### src/rtl/uartfc_pkg.sv
// Shared constants and types for the serial line framing controller
package uartfc_pkg;

    // ------------------------------------------------------------
    // Register map and bus
    // ------------------------------------------------------------
    localparam logic [7:0] OFF_LINE = 8'h00;
    localparam logic [7:0] OFF_DATA = 8'h04;
    localparam logic [7:0] OFF_STAT = 8'h08;
    localparam logic [4:0] LINE_RESET = 5'h00;
    localparam int LINE_FEN_POS = 4;

    // Status register bit positions
    localparam int ST_TX_FULL = 0;
    localparam int ST_RX_EMPTY = 1;
    localparam int ST_TX_BUSY = 2;
    localparam int ST_PAR_ERR = 3;
    localparam int ST_FRM_ERR = 4;
    localparam int ST_BREAK = 5;

    typedef struct packed {
        logic [7:0] addr;
        logic [31:0] wdata;
        logic wr;
        logic rd;
    } uartfc_bus_t;

    // Field order matches bits 4 down to 0 of line_control
    typedef struct packed {
        logic fifo_enable;
        logic two_stop_select;
        logic even_parity_select;
        logic parity_enable;
        logic send_break;
    } uartfc_line_t;

    // ------------------------------------------------------------
    // Buffering and bit timing
    // ------------------------------------------------------------
    localparam int FIFO_DEPTH = 16;
    localparam logic [4:0] FIFO_LEVEL_MAX = 5'h10;
    localparam logic [4:0] CHAR_LEVEL = 5'h01;
    localparam logic [15:0] BIT_CYCLES = 16'h0364;
    localparam logic [15:0] HALF_BIT = 16'h01B2;
    localparam logic [3:0] LAST_DATA_BIT = 4'h7;
    localparam logic [1:0] RX_IDLE_SYNC = 2'h3;

    // ------------------------------------------------------------
    // State machines
    // ------------------------------------------------------------
    typedef enum logic [5:0] {
        TX_IDLE = 6'h01,
        TX_START = 6'h02,
        TX_DATA = 6'h04,
        TX_PARITY = 6'h08,
        TX_STOP = 6'h10,
        TX_BREAK = 6'h20
    } uartfc_tx_state_t;

    typedef enum logic [4:0] {
        RX_IDLE = 5'h01,
        RX_START = 5'h02,
        RX_DATA = 5'h04,
        RX_PARITY = 5'h08,
        RX_STOP = 5'h10
    } uartfc_rx_state_t;

    typedef struct packed {
        logic [FIFO_DEPTH-1:0][7:0] mem;
        logic [3:0] wptr;
        logic [3:0] rptr;
        logic [4:0] level;
    } uartfc_fifo_st_t;

    typedef struct packed {
        uartfc_line_t line;
        logic [31:0] rdata;
        uartfc_tx_state_t tx_state;
        logic [15:0] tx_cnt;
        logic [3:0] tx_bit;
        logic [7:0] tx_byte;
        logic [7:0] tx_shift;
        logic fr_two_stop;
        logic fr_parity;
        logic fr_even;
        logic tx_line;
        logic [1:0] rx_sync;
        uartfc_rx_state_t rx_state;
        logic [15:0] rx_cnt;
        logic [3:0] rx_bit;
        logic [7:0] rx_shift;
        logic rx_parity;
        logic rx_even;
        logic rx_pbad;
        logic par_err;
        logic frame_err;
    } uartfc_main_t;

    localparam uartfc_main_t MAIN_RESET = '{
        tx_state: TX_IDLE,
        rx_state: RX_IDLE,
        tx_line: 1'b1,
        rx_sync: RX_IDLE_SYNC,
        default: '0
    };

endpackage : uartfc_pkg

### src/rtl/uartfc_fifo.sv
// Character buffer that shrinks to one entry in character mode
`timescale 1ns/1ps
module uartfc_fifo (
    // Clock and reset
    input wire logic clk,
    input wire logic rst_n,
    // Mode
    input wire logic flush,
    input wire logic one_deep,
    // Fill side
    input wire logic push,
    input wire logic [7:0] wdata,
    // Drain side
    input wire logic pop,
    output logic [7:0] rdata,
    // Levels
    output logic full,
    output logic empty,
    output logic [4:0] level
);

    uartfc_pkg::uartfc_fifo_st_t st;
    uartfc_pkg::uartfc_fifo_st_t next_st;
    logic [4:0] limit;
    logic do_push;
    logic do_pop;

    // Depth limit follows the buffering mode
    assign limit = one_deep ? uartfc_pkg::CHAR_LEVEL : uartfc_pkg::FIFO_LEVEL_MAX;
    assign full = st.level >= limit;
    assign empty = st.level == '0;
    assign level = st.level;
    assign rdata = st.mem[st.rptr];

    // Pointer and level update; a flush drops every held character
    always_comb begin
        next_st = st;
        do_push = push && !full;
        do_pop = pop && !empty;
        if (flush) begin
            next_st.wptr = '0;
            next_st.rptr = '0;
            next_st.level = '0;
        end else begin
            if (do_push) begin
                next_st.mem[st.wptr] = wdata;
                next_st.wptr = 4'(st.wptr + 4'h1);
            end
            if (do_pop) begin
                next_st.rptr = 4'(st.rptr + 4'h1);
            end
            next_st.level = 5'(st.level + {4'h0, do_push} - {4'h0, do_pop});
        end
    end

    // State register
    always_ff @(posedge clk) begin
        if (!rst_n) begin
            st <= '0;
        end else begin
            st <= next_st;
        end
    end
endmodule : uartfc_fifo

### src/rtl/uartfc_top.sv
// Serial line framing: line control register, transmitter and receiver
`timescale 1ns/1ps

// What this block does
// - Buffering enabled: multi-entry transmit and receive buffers
// - Buffering disabled: one-byte holding registers
// - Two-stop select set: two stop bits
// - Even select chooses even, else odd parity
// - Even select ignored while parity is off
// - Parity enable adds and checks parity bit
// - Break: finish character, then hold line low
module uartfc_top (
    // Clock and reset
    input wire logic clk,
    input wire logic rst_n,
    // Register port
    input wire uartfc_pkg::uartfc_bus_t bus_req,
    output logic [31:0] bus_rdata,
    // Serial line
    input wire logic serial_rx_in,
    output logic serial_tx_out
);

    uartfc_pkg::uartfc_main_t st;
    uartfc_pkg::uartfc_main_t next_st;
    logic tx_push;
    logic tx_pop;
    logic rx_push;
    logic rx_pop;
    logic flush;
    logic tx_full;
    logic tx_empty;
    logic rx_empty;
    logic [7:0] tx_head;
    logic [7:0] rx_head;
    logic rx_in;
    logic cnt_done;
    logic rx_tick;
    logic [31:0] status;

    // ------------------------------------------------------------
    // Buffers
    // ------------------------------------------------------------
    uartfc_fifo u_tx_fifo (
        .clk(clk),
        .rst_n(rst_n),
        .flush(flush),
        .one_deep(!st.line.fifo_enable),
        .push(tx_push),
        .wdata(bus_req.wdata[7:0]),
        .pop(tx_pop),
        .rdata(tx_head),
        .full(tx_full),
        .empty(tx_empty),
        .level()
    );

    uartfc_fifo u_rx_fifo (
        .clk(clk),
        .rst_n(rst_n),
        .flush(flush),
        .one_deep(!st.line.fifo_enable),
        .push(rx_push),
        .wdata(st.rx_shift),
        .pop(rx_pop),
        .rdata(rx_head),
        .full(),
        .empty(rx_empty),
        .level()
    );

    // Only the second synchroniser stage is looked at
    assign rx_in = st.rx_sync[1];
    assign cnt_done = st.tx_cnt == '0;
    assign rx_tick = st.rx_cnt == '0;

    // Status word, built from live state
    always_comb begin
        status = '0;
        status[uartfc_pkg::ST_TX_FULL] = tx_full;
        status[uartfc_pkg::ST_RX_EMPTY] = rx_empty;
        status[uartfc_pkg::ST_TX_BUSY] = st.tx_state != uartfc_pkg::TX_IDLE;
        status[uartfc_pkg::ST_PAR_ERR] = st.par_err;
        status[uartfc_pkg::ST_FRM_ERR] = st.frame_err;
        status[uartfc_pkg::ST_BREAK] = st.tx_state == uartfc_pkg::TX_BREAK;
    end

    // ------------------------------------------------------------
    // Next state
    // ------------------------------------------------------------
    always_comb begin
        next_st = st;
        rx_push = 1'b0;
        tx_pop = 1'b0;
        // Register port; changing the buffering mode empties both buffers
        flush = bus_req.wr && bus_req.addr == uartfc_pkg::OFF_LINE
            && bus_req.wdata[uartfc_pkg::LINE_FEN_POS] != st.line.fifo_enable;
        tx_push = bus_req.wr && bus_req.addr == uartfc_pkg::OFF_DATA;
        rx_pop = bus_req.rd && bus_req.addr == uartfc_pkg::OFF_DATA;
        if (bus_req.wr && bus_req.addr == uartfc_pkg::OFF_LINE) begin
            next_st.line = uartfc_pkg::uartfc_line_t'(bus_req.wdata[4:0]);
        end
        next_st.rdata = '0;
        if (bus_req.rd) begin
            case (bus_req.addr)
                uartfc_pkg::OFF_LINE: next_st.rdata = {27'h0, st.line};
                uartfc_pkg::OFF_DATA: next_st.rdata = {24'h0, rx_empty ? 8'h00 : rx_head};
                uartfc_pkg::OFF_STAT: next_st.rdata = status;
                default: next_st.rdata = '0;
            endcase
        end

        // Transmitter; each bit of a frame lasts one bit time
        next_st.tx_cnt = cnt_done ? '0 : 16'(st.tx_cnt - 16'h1);
        case (st.tx_state)
            uartfc_pkg::TX_IDLE: begin
                // Break is only taken between characters
                if (st.line.send_break) begin
                    next_st.tx_state = uartfc_pkg::TX_BREAK;
                end else if (!tx_empty) begin
                    tx_pop = 1'b1;
                    next_st.tx_byte = tx_head;
                    next_st.tx_shift = tx_head;
                    next_st.fr_two_stop = st.line.two_stop_select;
                    next_st.fr_parity = st.line.parity_enable;
                    next_st.fr_even = st.line.even_parity_select;
                    next_st.tx_cnt = 16'(uartfc_pkg::BIT_CYCLES - 16'h1);
                    next_st.tx_state = uartfc_pkg::TX_START;
                end
            end
            uartfc_pkg::TX_START: if (cnt_done) begin
                next_st.tx_bit = '0;
                next_st.tx_cnt = 16'(uartfc_pkg::BIT_CYCLES - 16'h1);
                next_st.tx_state = uartfc_pkg::TX_DATA;
            end
            uartfc_pkg::TX_DATA: if (cnt_done) begin
                next_st.tx_cnt = 16'(uartfc_pkg::BIT_CYCLES - 16'h1);
                next_st.tx_shift = {1'b0, st.tx_shift[7:1]};
                next_st.tx_bit = 4'(st.tx_bit + 4'h1);
                if (st.tx_bit == uartfc_pkg::LAST_DATA_BIT) begin
                    next_st.tx_bit = {3'h0, st.fr_two_stop};
                    next_st.tx_state = st.fr_parity ? uartfc_pkg::TX_PARITY
                        : uartfc_pkg::TX_STOP;
                end
            end
            uartfc_pkg::TX_PARITY: if (cnt_done) begin
                next_st.tx_cnt = 16'(uartfc_pkg::BIT_CYCLES - 16'h1);
                next_st.tx_state = uartfc_pkg::TX_STOP;
            end
            uartfc_pkg::TX_STOP: if (cnt_done) begin
                next_st.tx_cnt = 16'(uartfc_pkg::BIT_CYCLES - 16'h1);
                next_st.tx_bit = 4'(st.tx_bit - 4'h1);
                if (st.tx_bit == '0) begin
                    next_st.tx_state = uartfc_pkg::TX_IDLE;
                end
            end
            uartfc_pkg::TX_BREAK: if (!st.line.send_break) begin
                next_st.tx_state = uartfc_pkg::TX_IDLE;
            end
            default: next_st.tx_state = uartfc_pkg::TX_IDLE;
        endcase

        // Line level follows the next state so the pin is a plain flop
        case (next_st.tx_state)
            uartfc_pkg::TX_START: next_st.tx_line = 1'b0;
            uartfc_pkg::TX_DATA: next_st.tx_line = next_st.tx_shift[0];
            uartfc_pkg::TX_PARITY: next_st.tx_line = ^next_st.tx_byte ^ ~next_st.fr_even;
            uartfc_pkg::TX_BREAK: next_st.tx_line = 1'b0;
            default: next_st.tx_line = 1'b1;
        endcase

        // Receiver samples each bit at its middle
        next_st.rx_sync = {st.rx_sync[0], serial_rx_in};
        next_st.rx_cnt = rx_tick ? '0 : 16'(st.rx_cnt - 16'h1);
        case (st.rx_state)
            uartfc_pkg::RX_IDLE: if (!rx_in) begin
                next_st.rx_cnt = uartfc_pkg::HALF_BIT;
                next_st.rx_state = uartfc_pkg::RX_START;
            end
            uartfc_pkg::RX_START: if (rx_tick) begin
                // A glitch shorter than half a bit is not a start bit
                next_st.rx_state = rx_in ? uartfc_pkg::RX_IDLE : uartfc_pkg::RX_DATA;
                next_st.rx_cnt = 16'(uartfc_pkg::BIT_CYCLES - 16'h1);
                next_st.rx_bit = '0;
                next_st.rx_parity = st.line.parity_enable;
                next_st.rx_even = st.line.even_parity_select;
            end
            uartfc_pkg::RX_DATA: if (rx_tick) begin
                next_st.rx_cnt = 16'(uartfc_pkg::BIT_CYCLES - 16'h1);
                next_st.rx_shift = {rx_in, st.rx_shift[7:1]};
                next_st.rx_bit = 4'(st.rx_bit + 4'h1);
                next_st.rx_pbad = 1'b0;
                if (st.rx_bit == uartfc_pkg::LAST_DATA_BIT) begin
                    next_st.rx_state = st.rx_parity ? uartfc_pkg::RX_PARITY
                        : uartfc_pkg::RX_STOP;
                end
            end
            uartfc_pkg::RX_PARITY: if (rx_tick) begin
                next_st.rx_cnt = 16'(uartfc_pkg::BIT_CYCLES - 16'h1);
                next_st.rx_pbad = ^{st.rx_shift, rx_in} ^ ~st.rx_even;
                next_st.rx_state = uartfc_pkg::RX_STOP;
            end
            uartfc_pkg::RX_STOP: if (rx_tick) begin
                // Dropped when the buffer is full; no overrun flag kept
                rx_push = 1'b1;
                next_st.rx_state = uartfc_pkg::RX_IDLE;
            end
            default: next_st.rx_state = uartfc_pkg::RX_IDLE;
        endcase

        // Error flags: write one to clear, a new error wins over the clear
        if (bus_req.wr && bus_req.addr == uartfc_pkg::OFF_STAT) begin
            next_st.par_err = st.par_err & ~bus_req.wdata[uartfc_pkg::ST_PAR_ERR];
            next_st.frame_err = st.frame_err & ~bus_req.wdata[uartfc_pkg::ST_FRM_ERR];
        end
        if (rx_push) begin
            next_st.par_err = next_st.par_err | st.rx_pbad;
            next_st.frame_err = next_st.frame_err | !rx_in;
        end
    end

    // State register
    always_ff @(posedge clk) begin
        if (!rst_n) begin
            st <= uartfc_pkg::MAIN_RESET;
        end else begin
            st <= next_st;
        end
    end

    assign bus_rdata = st.rdata;
    assign serial_tx_out = st.tx_line;
endmodule : uartfc_top

### config.mk
export PLATFORM = sky130hd
export DESIGN_NAME = uartfc_top
export DESIGN_NICKNAME = d
export VERILOG_FILES = /design/src/rtl/uartfc_pkg.sv /design/src/rtl/uartfc_fifo.sv /design/src/rtl/uartfc_top.sv
export SDC_FILE = /design/constraint.sdc
export NUM_CORES = 1
export LEC_CHECK = 0
export BUFFER_PORTS_ARGS = -buffer_cell sky130_fd_sc_hd__buf_2
export CORE_ASPECT_RATIO = 1.1
export CORE_UTILIZATION = 28
export DETAILED_ROUTE_END_ITERATION = 12
export HOLD_SLACK_MARGIN = 0.02
export PLACE_DENSITY = 0.43
export SETUP_SLACK_MARGIN = 0.15
export SLEW_MARGIN = 15
export SYNTH_ARGS = -nofsm -noshare
export SYNTH_HDL_FRONTEND = slang
export SYNTH_HIERARCHICAL = 1
export SYNTH_SLANG_ARGS = --single-unit
### constraint.sdc
create_clock -name clk -period 7.4 [get_ports clk]
set_input_delay 1.85 -clock clk [delete_from_list [all_inputs] [get_ports clk]]
set_output_delay 1.85 -clock clk [all_outputs]
set_load 0.03 [all_outputs]
==> reports/results.ini, run 1 <==
[status]
status = complete, no violations

[cts]
post_cts_resized = 0
hold_buffers = 0
cts_buffers = 43
path_clk_slew_ps = 60
cts-root-buf = clkbuf_16
cts_max_path_buffers = 3
postCtsSetupBuffers = 0
clock_latency_ps = 580
htree_levels = 2
clock-sinks = 381
cts_tree = yes

[critical_path]
endpoint_kind = register
path_class = primary input to register
worst-endpoint-required_ps = 7840
r2r_cells = 17
crit_slowest_cell = a211oi_1
cp.arrival_ps = 5210
worstSetupStartpointType = primary input
max_stage_delay_ps = 570
worstPathMaxFanout = 5
crit_path_frequent_cell = inv_1
worstPathCellList = buf_2, nor4_1, nand2_1, nor3b_1, and2_1, inv_1, a211oi_1, nand2_1, ha_1, inv_1, ha_1, inv_1, fa_1, o21bai_1, a21oi_1, xnor2_1, nor2_1

[timing]
fin_crit_sh_pct = 64.41
hold_viol = 0
fmax_ghz = 0.2098
setup_tns_ps = 0
skew_ps = 31.55
slew-limit-headroom_pct = 20.47
setup_viol = 0
rsz0062_at_grt = false
maxSlewViolCount = 0
worst_slew_pin_slew_ps = 1193
period_needed_ps = 4766

[routing]
routed_wl_um = 45020
detail-route-antenna-nets = 0
vias_per_cell = 4.742
wl_per_cell_um = 16.81
vias = 12705
drc = 0
dr.pass1.iters = 5
drt_iter0_drc = 790

[grt]
gr-total-overflow = 0
grt_pass1_vias = 12389
track_usage_pct = 13.58
grt_max_degree = 149
grt_pass1_wl_um = 70680
antenna_found_initial = 0

[floorplan]
die_h_um = 269.1
initial_core_util_pct = 28.44
ios = 78
core.rowCount = 97
die_w_um = 244.8
coreArea_mm2 = 0.06384
die_area_mm2 = 0.06586

[place]
gp_congestion = 0.8273
hpwl_um = 29310
numPortBuffers = 29

[flow_run]
maxCapViolations = 0

[yosys]
synth_warnings = 6
synth_area_mm2 = 0.01815
syn_area_per_cell_um2 = 9.807
synth_cells = 1851

[layout]
fillers = 6595
fin_nets = 1890
diodes = 0
synthToLayoutAreaGrowth_pct = 10.95
drive_gt1_share_pct = 10.83

[power_and_ir_drop]
total_power_mw = 5.449
power_density_mw_per_mm2 = 270.6
static-leakage-power_nw = 7.347
ir_drop_uv = 193.1

[hold_path]
hp-class = register to register
whs_path_depth = 1

-- flip-flops by register name (all words and copies together), names as in the netlist --
| name | flops |
|---|---|
| st | 88 |
| next_st | 1 |
| u_rx_fifo/st | 136 |
| u_tx_fifo/st | 136 |
| u_rx_fifo/level | 5 |
| serial_tx_out | 1 |
| rx_in | 1 |
| bus_rdata | 8 |
| u_tx_fifo/level | 5 |
-- layout by cell type, fill, tap and decap left out, drive strengths merged, types with 4 or more instances in the layout --
| cell | n |
|---|---|
| a2111oi | 5 |
| a211oi | 6 |
| a21oi | 50 |
| a22oi | 40 |
| a31oi | 16 |
| and2 | 13 |
| and3 | 32 |
| buf | 37 |
| clkbuf | 66 |
| clkinv | 6 |
| conb | 24 |
| dfxtp | 381 |
| ha | 36 |
| inv | 38 |
| mux2i | 268 |
| mux4 | 64 |
| nand2 | 377 |
| nand2b | 13 |
| nand3 | 36 |
| nand3b | 4 |
| nand4 | 5 |
| nor2 | 105 |
| nor2b | 11 |
| nor3 | 22 |
| nor3b | 4 |
| nor4 | 12 |
| o21a | 9 |
| o21ai | 23 |
| o31ai | 4 |
| or2 | 4 |
| or3 | 10 |
| or4 | 5 |
| xnor2 | 34 |
| xor2 | 28 |
-- critical path: cells and delay by family --
| family | cells | cell delay, ps |
|---|---|---|
| simple gates | 6 | 1190 |
| fa+ha+maj | 3 | 850 |
| compound gates | 3 | 840 |
| buf+inv | 4 | 330 |
| xor+xnor | 1 | 160 |
-- layout make-up --
| cell class | instances | area (µm²) | share of cell area, % |
|---|---|---|---|
| Sequential cell | 381 | 7630 | 37.88 |
| Multi-Input combinational cell | 1307 | 9689 | 48.11 |
| Tap cell | 841 | 1052 | 5.225 |
| Clock buffer | 66 | 1275 | 6.330 |
| Clock inverter | 10 | 140.1 | 0.6958 |
| Inverter | 37 | 138.9 | 0.6896 |
| Timing Repair Buffer | 37 | 215.2 | 1.069 |
-- report_power, final --
| part | leakage [nW] | internal (mW) | switching [mW] |
|---|---|---|---|
| combinational | 3.57 | 0.396 | 0.647 |
| clock | 0.697 | 1.29 | 0.878 |
| sequential | 3.08 | 2.14 | 0.0921 |
-- worst paths after layout --
kind,start,endpoint,slack [ps]
setup / recovery,bus_req[39],u_tx_fifo/level[4],2630
hold / removal,next_st[39],rx_in,430
setup reg to reg,st[17],u_rx_fifo/level[4],2780
hold reg to reg,next_st[39],rx_in,430
-- routing by layer --
metal  part of all wire [%]  track usage [%]  up-vias
met4                    2.3            4.307        0
met2                     48            23.05      196
met5                      0                0        -
met3                    3.3            2.100       70
li1                       -                -     6295
met1                     47            17.61     6144
-- metrics by stage --
step	cell area (µm²)	cells	util, %	hold WS [ps]	worst slack [ps]
global route	20140	2679	31.55	431.3	2338
global placement	18730	2603	29.33	400.1	2028
detailed placement	18730	2603	29.33	409.3	2073
floorplan	18240	1874	-	386.3	2781
CTS	20140	2679	31.55	427.3	2664
finish	20140	2679	31.55	425.9	2634
No activity file was read; power rests on OpenSTA's default activity.
==> run 2: changes to the inputs <==
--- a/config.mk
+++ b/config.mk
@@ -5,6 +5,7 @@
 export SDC_FILE = /design/constraint.sdc
 export NUM_CORES = 1
 export LEC_CHECK = 0
+export ABC_AREA = 1
 export BUFFER_PORTS_ARGS = -buffer_cell sky130_fd_sc_hd__buf_2
 export CORE_ASPECT_RATIO = 1.1
 export CORE_UTILIZATION = 28
==> constraint.sdc (replaced) <==
create_clock -name clk -period 4.5 [get_ports clk]
set_input_delay 1.125 -clock clk [delete_from_list [all_inputs] [get_ports clk]]
set_output_delay 1.125 -clock clk [all_outputs]
set_load 0.03 [all_outputs]
==> run 2 against run 1 <==
  * Worst setup slack got worse by 1600 ps
  * Area after synthesis grew 12%
  * Combinational power increased to 2.7 times the previous value
  * Clock power is 70% higher
  * Non-clock buffer count up 22
  * Utilization decreased by 0.34 points
  * Die area up 12%
  * Critical endpoint is now u_rx_fifo/level[4]
  * Largest power group unchanged
==> reports/results.ini, run 2 <==
[critical_path]
crit_slowest_cell = fa_1  ; was a211oi_1
endpoint_kind = register  ; unchanged
max_stage_delay_ps = 380  ; was 570 ps
crit_path_frequent_cell = nand2_1  ; was inv_1
path_class = register to register  ; was primary input to register
cp_num_buf_inv = 2  ; was 4
worstPathMaxFanout = 8  ; was 5
r2r_cells = 18  ; was 17
cp_top_family = simple AND/OR/NAND/NOR gates  ; unchanged
cp.arrival_ps = 3990  ; was 5210 ps
worst-endpoint-required_ps = 5030  ; was 7840 ps
crit_cells = 18  ; was 17
worstSetupStartpointType = register  ; was primary input
worstPathCellList = inv_1, ha_1, nand2_1, nor2_4, nand2_4, nor4_4, nand4_1, nor2_2, nand2_1, ha_1, inv_1, ha_1, fa_1, nand2_1, nand2_1, a21oi_1, o21ai_0, a21oi_1  ; was buf_2, nor4_1, nand2_1, nor3b_1, and2_1, inv_1, a211oi_1, nand2_1, ha_1, inv_1, ha_1, inv_1, fa_1, o21bai_1, a21oi_1, xnor2_1, nor2_1

[place]
numPortBuffers = 29  ; unchanged
gp_congestion = 0.7701  ; was 0.8273
hpwl_um = 36810  ; was 29310 µm

[power_and_ir_drop]
static-leakage-power_nw = 11.00  ; was 7.347 nW
total_power_mw = 10.24  ; was 5.449 mW
p_clk_share_pct = 35.9  ; was 39.8%
combPwrFrac_pct = 27.3  ; was 19.2%
ir_drop_uv = 285.8  ; was 193.1 µV
seqPwrFrac_pct = 36.8  ; was 41.1%
swShare_pct = 35.19  ; was 29.67%
p_sw_mw = 3.605  ; was 1.617 mW
power_density_mw_per_mm2 = 456.5  ; was 270.6 mW/mm²
internal-power_mw = 6.639  ; was 3.832 mW

[layout]
final_common_cell = nand2_1  ; was dfxtp_1
mostFrequentLayoutCells = 732 x nand2_1, 614 x nor2_1, 413 x inv_1, 379 x dfxtp_1, 206 x a21oi_1  ; was 379 x dfxtp_1, 377 x nand2_1, 268 x mux2i_1, 102 x nor2_1, 64 x mux4_2
drive_gt1_share_pct = 6.842  ; was 10.83%
synthToLayoutAreaGrowth_pct = 9.962  ; was 10.95%
fin_nets = 3135  ; was 1890
diodes = 0  ; unchanged
reg_top3 = u_rx_fifo/st: 136 flops, u_tx_fifo/st: 136 flops, st: 88 flops  ; unchanged

[grt]
gr-total-overflow = 0  ; unchanged
track_usage_pct = 15.50  ; was 13.58%
grt_max_degree = 106  ; was 149
antenna_found_initial = 1  ; was 0
grt_pass1_wl_um = 90650  ; was 70680 µm
grt_pass1_vias = 16037  ; was 12389

[yosys]
synth_area_mm2 = 0.02041  ; was 0.01815 mm²
synth_cells = 3100  ; was 1851
syn_area_per_cell_um2 = 6.584  ; was 9.807 µm²
synth_warnings = 6  ; unchanged

[routing]
detail-route-antenna-nets = 0  ; unchanged
wl_met1_um = 28250  ; was 21000 µm
dr_wl_met3_um = 1787  ; was 1464 µm
drt_iter0_drc = 979  ; was 790
routed_wl_um = 57950  ; was 45020 µm
wl_met2_um = 26520  ; was 21500 µm
dr.max_layer_used = met5  ; was met4
dr.pass1.iters = 5  ; unchanged
vias = 17703  ; was 12705
drc = 0  ; unchanged
wl_per_cell_um = 14.38  ; was 16.81 µm
vias_per_cell = 4.394  ; was 4.742

[cts]
clock_latency_ps = 600  ; was 580 ps
cts_buffers = 47  ; was 43
cts-root-buf = clkbuf_16  ; unchanged
cts_tree = yes  ; unchanged
cts_max_path_buffers = 3  ; unchanged
clock-sinks = 381  ; unchanged
htree_levels = 2  ; unchanged
postCtsSetupBuffers = 0  ; unchanged
hold_buffers = 0  ; unchanged
path_clk_slew_ps = 60  ; about the same
post_cts_resized = 0  ; unchanged

[hold_path]
hp-class = register to register  ; unchanged
whs_path_depth = 1  ; unchanged

[floorplan]
die_w_um = 259.4  ; was 244.8 µm
coreArea_mm2 = 0.07191  ; was 0.06384 mm²
initial_core_util_pct = 28.38  ; was 28.44%
die_area_mm2 = 0.07398  ; was 0.06586 mm²
ios = 78  ; unchanged
core.rowCount = 103  ; was 97
die_h_um = 285.2  ; was 269.1 µm

[timing]
period_needed_ps = 3464
slew-limit-headroom_pct = 26.42  ; was 20.47%
fmax_ghz = 0.2887
worst_slew_pin_slew_ps = 1102  ; was 1193 ps
fin_crit_sh_pct = 76.99
setup_tns_ps = 0  ; unchanged
rsz0062_at_grt = false  ; unchanged
setup_viol = 0  ; unchanged
skew_ps = 38.19  ; was 31.55 ps
maxSlewViolCount = 0  ; unchanged
hold_viol = 0  ; unchanged

[status]
status = complete, no violations  ; unchanged

[flow_run]
maxCapViolations = 0  ; unchanged

==> run 2: final cells by class <==
type	count	area (µm²)
Sequential cell	381	7630
Clock inverter	7	75.07
Clock buffer	74	1389
Fill cell	7991	49470
Timing Repair Buffer	59	405.4
Tap cell	945	1182
Inverter	429	1614
Multi-Input combinational cell	2134	10150
==> run 2: final timing paths <==
| check | start | to | slack (ps) |
|---|---|---|---|
| max reg2reg | st[17] | u_rx_fifo/level[4] | 1040 |
| min reg2reg | next_st[39] | rx_in | 410 |
| min | next_st[39] | rx_in | 410 |
| max | st[17] | u_rx_fifo/level[4] | 1040 |
==> run 2: per-stage QoR <==
stage / setup slack (ps) / hold slack (ps) / area [µm²] / cells / utilization [%]
2_1_floorplan: 766.6 / 392.5 / 20500 / 3123 / -
3_3_place_gp: 679.5 / 402.7 / 20980 / 3948 / 29.17
3_5_place_dp: 667.1 / 406.2 / 20980 / 3948 / 29.17
4_1_cts: 1005 / 419.7 / 22440 / 4029 / 31.21
5_1_grt: 748.0 / 445.6 / 22440 / 4029 / 31.21
6_report: 1036 / 412.2 / 22440 / 4029 / 31.21
==> run 2: power groups by stage <==
stage	registers (mW)	clock network [mW]	logic [mW]
final	3.77	3.68	2.79
after floorplan	3.80	0	2.19
after CTS	3.77	3.81	2.84
after global placement	3.84	0	2.84
after global routing	3.80	3.94	3.18
after detailed placement	3.84	0	2.82
==> run 2: layer usage <==
metal	vias to the layer above	track usage, %
li1	9424	-
met1	7961	20.86
met2	237	25.72
met3	79	1.991
met4	2	4.456
met5	-	0
==> run 3: changes to the inputs <==
--- a/config.mk
+++ b/config.mk
@@ -11,7 +11,7 @@
 export CORE_UTILIZATION = 28
 export DETAILED_ROUTE_END_ITERATION = 12
 export HOLD_SLACK_MARGIN = 0.02
-export PLACE_DENSITY = 0.43
+export PLACE_DENSITY = 0.45
 export SETUP_SLACK_MARGIN = 0.15
 export SLEW_MARGIN = 15
 export SYNTH_ARGS = -nofsm -noshare
==> constraint.sdc (replaced) <==
create_clock -name clk -period 2.9 [get_ports clk]
set_input_delay 0.725 -clock clk [delete_from_list [all_inputs] [get_ports clk]]
set_output_delay 0.725 -clock clk [all_outputs]
set_load 0.03 [all_outputs]
==> run 3 against run 2 <==
  * Power grew 67%
  * Critical path depth shrank 2
  * Sequential cell count is the same
  * Combinational power grew 78%
  * Worst hold slack lost 69 ps
  * Sequential share of layout area shrank 1.9 points
  * Die area is the same
  * Utilization grew 1.9 points
  * Global-route usage is essentially flat
  * Clock-buffer cell count shrank 3
  * Clock power grew 72%
  * Register-to-register slack lost 980 ps
==> reports/results.ini, run 3 (synthesized netlist as in run 2, its figures left out) <==
[status]
status = complete, no violations  ; unchanged

[critical_path]
r2r_cells = 16  ; was 18
worstPathMaxFanout = 2  ; was 8
worstSetupStartpointType = register  ; unchanged
crit_slowest_cell = fa_2  ; was fa_1
crit_cells = 16  ; was 18
cp.arrival_ps = 3350  ; was 3990 ps
max_stage_delay_ps = 340  ; was 380 ps
worstPathCellList = or2_4, nor2_4, nand2_4, nor4_4, nand4_1, nor2_4, nand2_8, ha_4, inv_2, ha_4, fa_2, nand2_2, nand2_2, a21oi_2, o21ai_1, a21oi_1  ; was inv_1, ha_1, nand2_1, nor2_4, nand2_4, nor4_4, nand4_1, nor2_2, nand2_1, ha_1, inv_1, ha_1, fa_1, nand2_1, nand2_1, a21oi_1, o21ai_0, a21oi_1
endpoint_kind = register  ; unchanged
cp_num_buf_inv = 1  ; was 2
path_class = register to register  ; unchanged
cp_top_family = simple AND/OR/NAND/NOR gates  ; unchanged
worst-endpoint-required_ps = 3400  ; was 5030 ps

[timing]
maxSlewViolCount = 0  ; unchanged
setup_tns_ps = 0  ; unchanged
fin_crit_sh_pct = 98.24  ; was 76.99%
setup_viol = 0  ; unchanged
fmax_ghz = 0.3510  ; was 0.2887 GHz
slew-limit-headroom_pct = 54.84  ; was 26.42%
rsz0062_at_grt = true  ; was false
hold_viol = 0  ; unchanged
period_needed_ps = 2849  ; was 3464 ps
skew_ps = 18.60  ; was 38.19 ps
worst_slew_pin_slew_ps = 677.4  ; was 1102 ps

[routing]
dr.pass1.iters = 5  ; unchanged
detail-route-antenna-nets = 0  ; unchanged
vias = 18090  ; was 17703
drt_iter0_drc = 954  ; was 979
drc = 0  ; unchanged
wl_per_cell_um = 14.00  ; was 14.38 µm
routed_wl_um = 57730  ; was 57950 µm
vias_per_cell = 4.389  ; was 4.394

[power_and_ir_drop]
power_density_mw_per_mm2 = 719.6  ; was 456.5 mW/mm²
swShare_pct = 33.87  ; was 35.19%
p_clk_share_pct = 36.9  ; was 35.9%
combPwrFrac_pct = 29.0  ; was 27.3%
ir_drop_uv = 425.6  ; was 285.8 µV
internal-power_mw = 11.33  ; was 6.639 mW
static-leakage-power_nw = 11.60  ; was 11.00 nW
seqPwrFrac_pct = 34.1  ; was 36.8%
p_sw_mw = 5.803  ; was 3.605 mW

[place]
numPortBuffers = 29  ; unchanged
gp_congestion = 0.7774  ; was 0.7701
hpwl_um = 37540  ; was 36810 µm

[cts]
cts_buffers = 47  ; unchanged
htree_levels = 2  ; unchanged
path_clk_slew_ps = 50  ; was 60 ps
cts_max_path_buffers = 3  ; unchanged
clock-sinks = 381  ; unchanged
cts_tree = yes  ; unchanged
clock_latency_ps = 580  ; was 600 ps
cts-root-buf = clkbuf_16  ; unchanged

[grt]
grt_max_degree = 69  ; was 106
grt_pass1_vias = 16506  ; was 16037
antenna_found_initial = 2  ; was 1
busiest_layer = met2  ; unchanged
track_usage_pct = 15.51  ; was 15.50%
grt_pass1_wl_um = 91600  ; was 90650 µm
grtUsageMet2_pct = 25.93  ; was 25.72%
globalRouteMet1Util_pct = 20.81  ; was 20.86%
met3_usage_pct = 1.938  ; was 1.991%
gr-total-overflow = 0  ; unchanged

[hold_path]
hp-class = primary input to register  ; was register to register
whs_path_depth = 2  ; was 1

[layout]
final_common_cell = nand2_1  ; unchanged
fin_nets = 3224  ; was 3135
final_core_util_pct = 33.11  ; was 31.21%
synthToLayoutAreaGrowth_pct = 16.65  ; was 9.962%
drive_gt1_share_pct = 11.21  ; was 6.842%
mostFrequentLayoutCells = 725 x nand2_1, 608 x nor2_1, 403 x inv_1, 373 x dfxtp_1, 202 x a21oi_1  ; was 732 x nand2_1, 614 x nor2_1, 413 x inv_1, 379 x dfxtp_1, 206 x a21oi_1
fillers = 7872  ; was 7991
reg_top3 = u_rx_fifo/st: 136 flops, u_tx_fifo/st: 136 flops, st: 88 flops  ; unchanged

[floorplan]
die_h_um = 285.2  ; unchanged
die_w_um = 259.4  ; unchanged
coreArea_mm2 = 0.07191  ; unchanged
ios = 78  ; unchanged
initial_core_util_pct = 28.38  ; unchanged
die_area_mm2 = 0.07398  ; unchanged
core.rowCount = 103  ; unchanged

[flow_run]
maxCapViolations = 0  ; unchanged

[run 3: cell count changes in the layout (fill, tap and decap cells not counted), moves of 8 or more]
cell,change
buf_4,+67
o21ai_0,-8
clkbuf_1,-9
inv_1,-10
buf_12,+17
inv_2,+9
[run 3: layout make-up]
class                           count  area [µm²]  share of cell area, %
Multi-Input combinational cell   2134       10380                  43.59
Sequential cell                   381        7640                  32.09
Inverter                          429        1619                  6.801
Clock buffer                       71        1449                  6.086
Timing Repair Buffer              148        1323                  5.555
Tap cell                          945        1182                  4.966
Clock inverter                     13       215.2                 0.9039
Antenna cell                        1       2.502                0.01051
[run 3: timing repair]
item | in CTS | in global routing
gates cloned | 0 | 1
resized for setup | 7 | 33
setup buffers | 4 | 6
hold buffers | 0 | 0
pin swaps | 13 | 9
endpoints found under the setup margin | 36 | 23
[run 3: final timing paths]
| kind | start | end | slack (ps) |
|---|---|---|---|
| setup / recovery | st[22] | u_rx_fifo/level[4] | 50 |
| hold / removal | serial_rx_in | next_st[39] | 340 |
| setup reg to reg | st[22] | u_rx_fifo/level[4] | 50 |
| hold reg to reg | next_st[39] | rx_in | 410 |
[run 3: routing by layer]
metal  routed length (µm)  vias to the layer above  share of wire [%]
met1                27470                     8090                 48
met2                26960                      311                 47
li1                     -                     9622                  -
met4                 1237                        0                2.1
met5                    0                        -                  0
met3                 2061                       67                3.6
[run 3: power by group through the flow]
| stage | clock network, mW | logic (mW) | registers, mW |
|---|---|---|---|
| after floorplan | 0 | 3.50 | 5.91 |
| after global placement | 0 | 4.85 | 5.94 |
| after detailed placement | 0 | 4.82 | 5.94 |
| after CTS | 6.54 | 4.85 | 5.83 |
| after global routing | 6.76 | 5.64 | 5.89 |
| final | 6.32 | 4.98 | 5.84 |
[run 3: per-stage QoR]
step	hold WS [ps]	instances	setup slack (ps)	cell area, µm²	total power, mW
2_1_floorplan	392.5	3123	-128.4	20680	9.405
3_3_place_gp	393.3	4026	-110.4	21940	10.79
3_5_place_dp	403.8	4026	-122.3	21940	10.76
4_1_cts	311.7	4114	7.262	23670	17.22
5_1_grt	327.4	4122	-106.4	23810	18.29
6_report	343.2	4122	51.10	23810	17.13
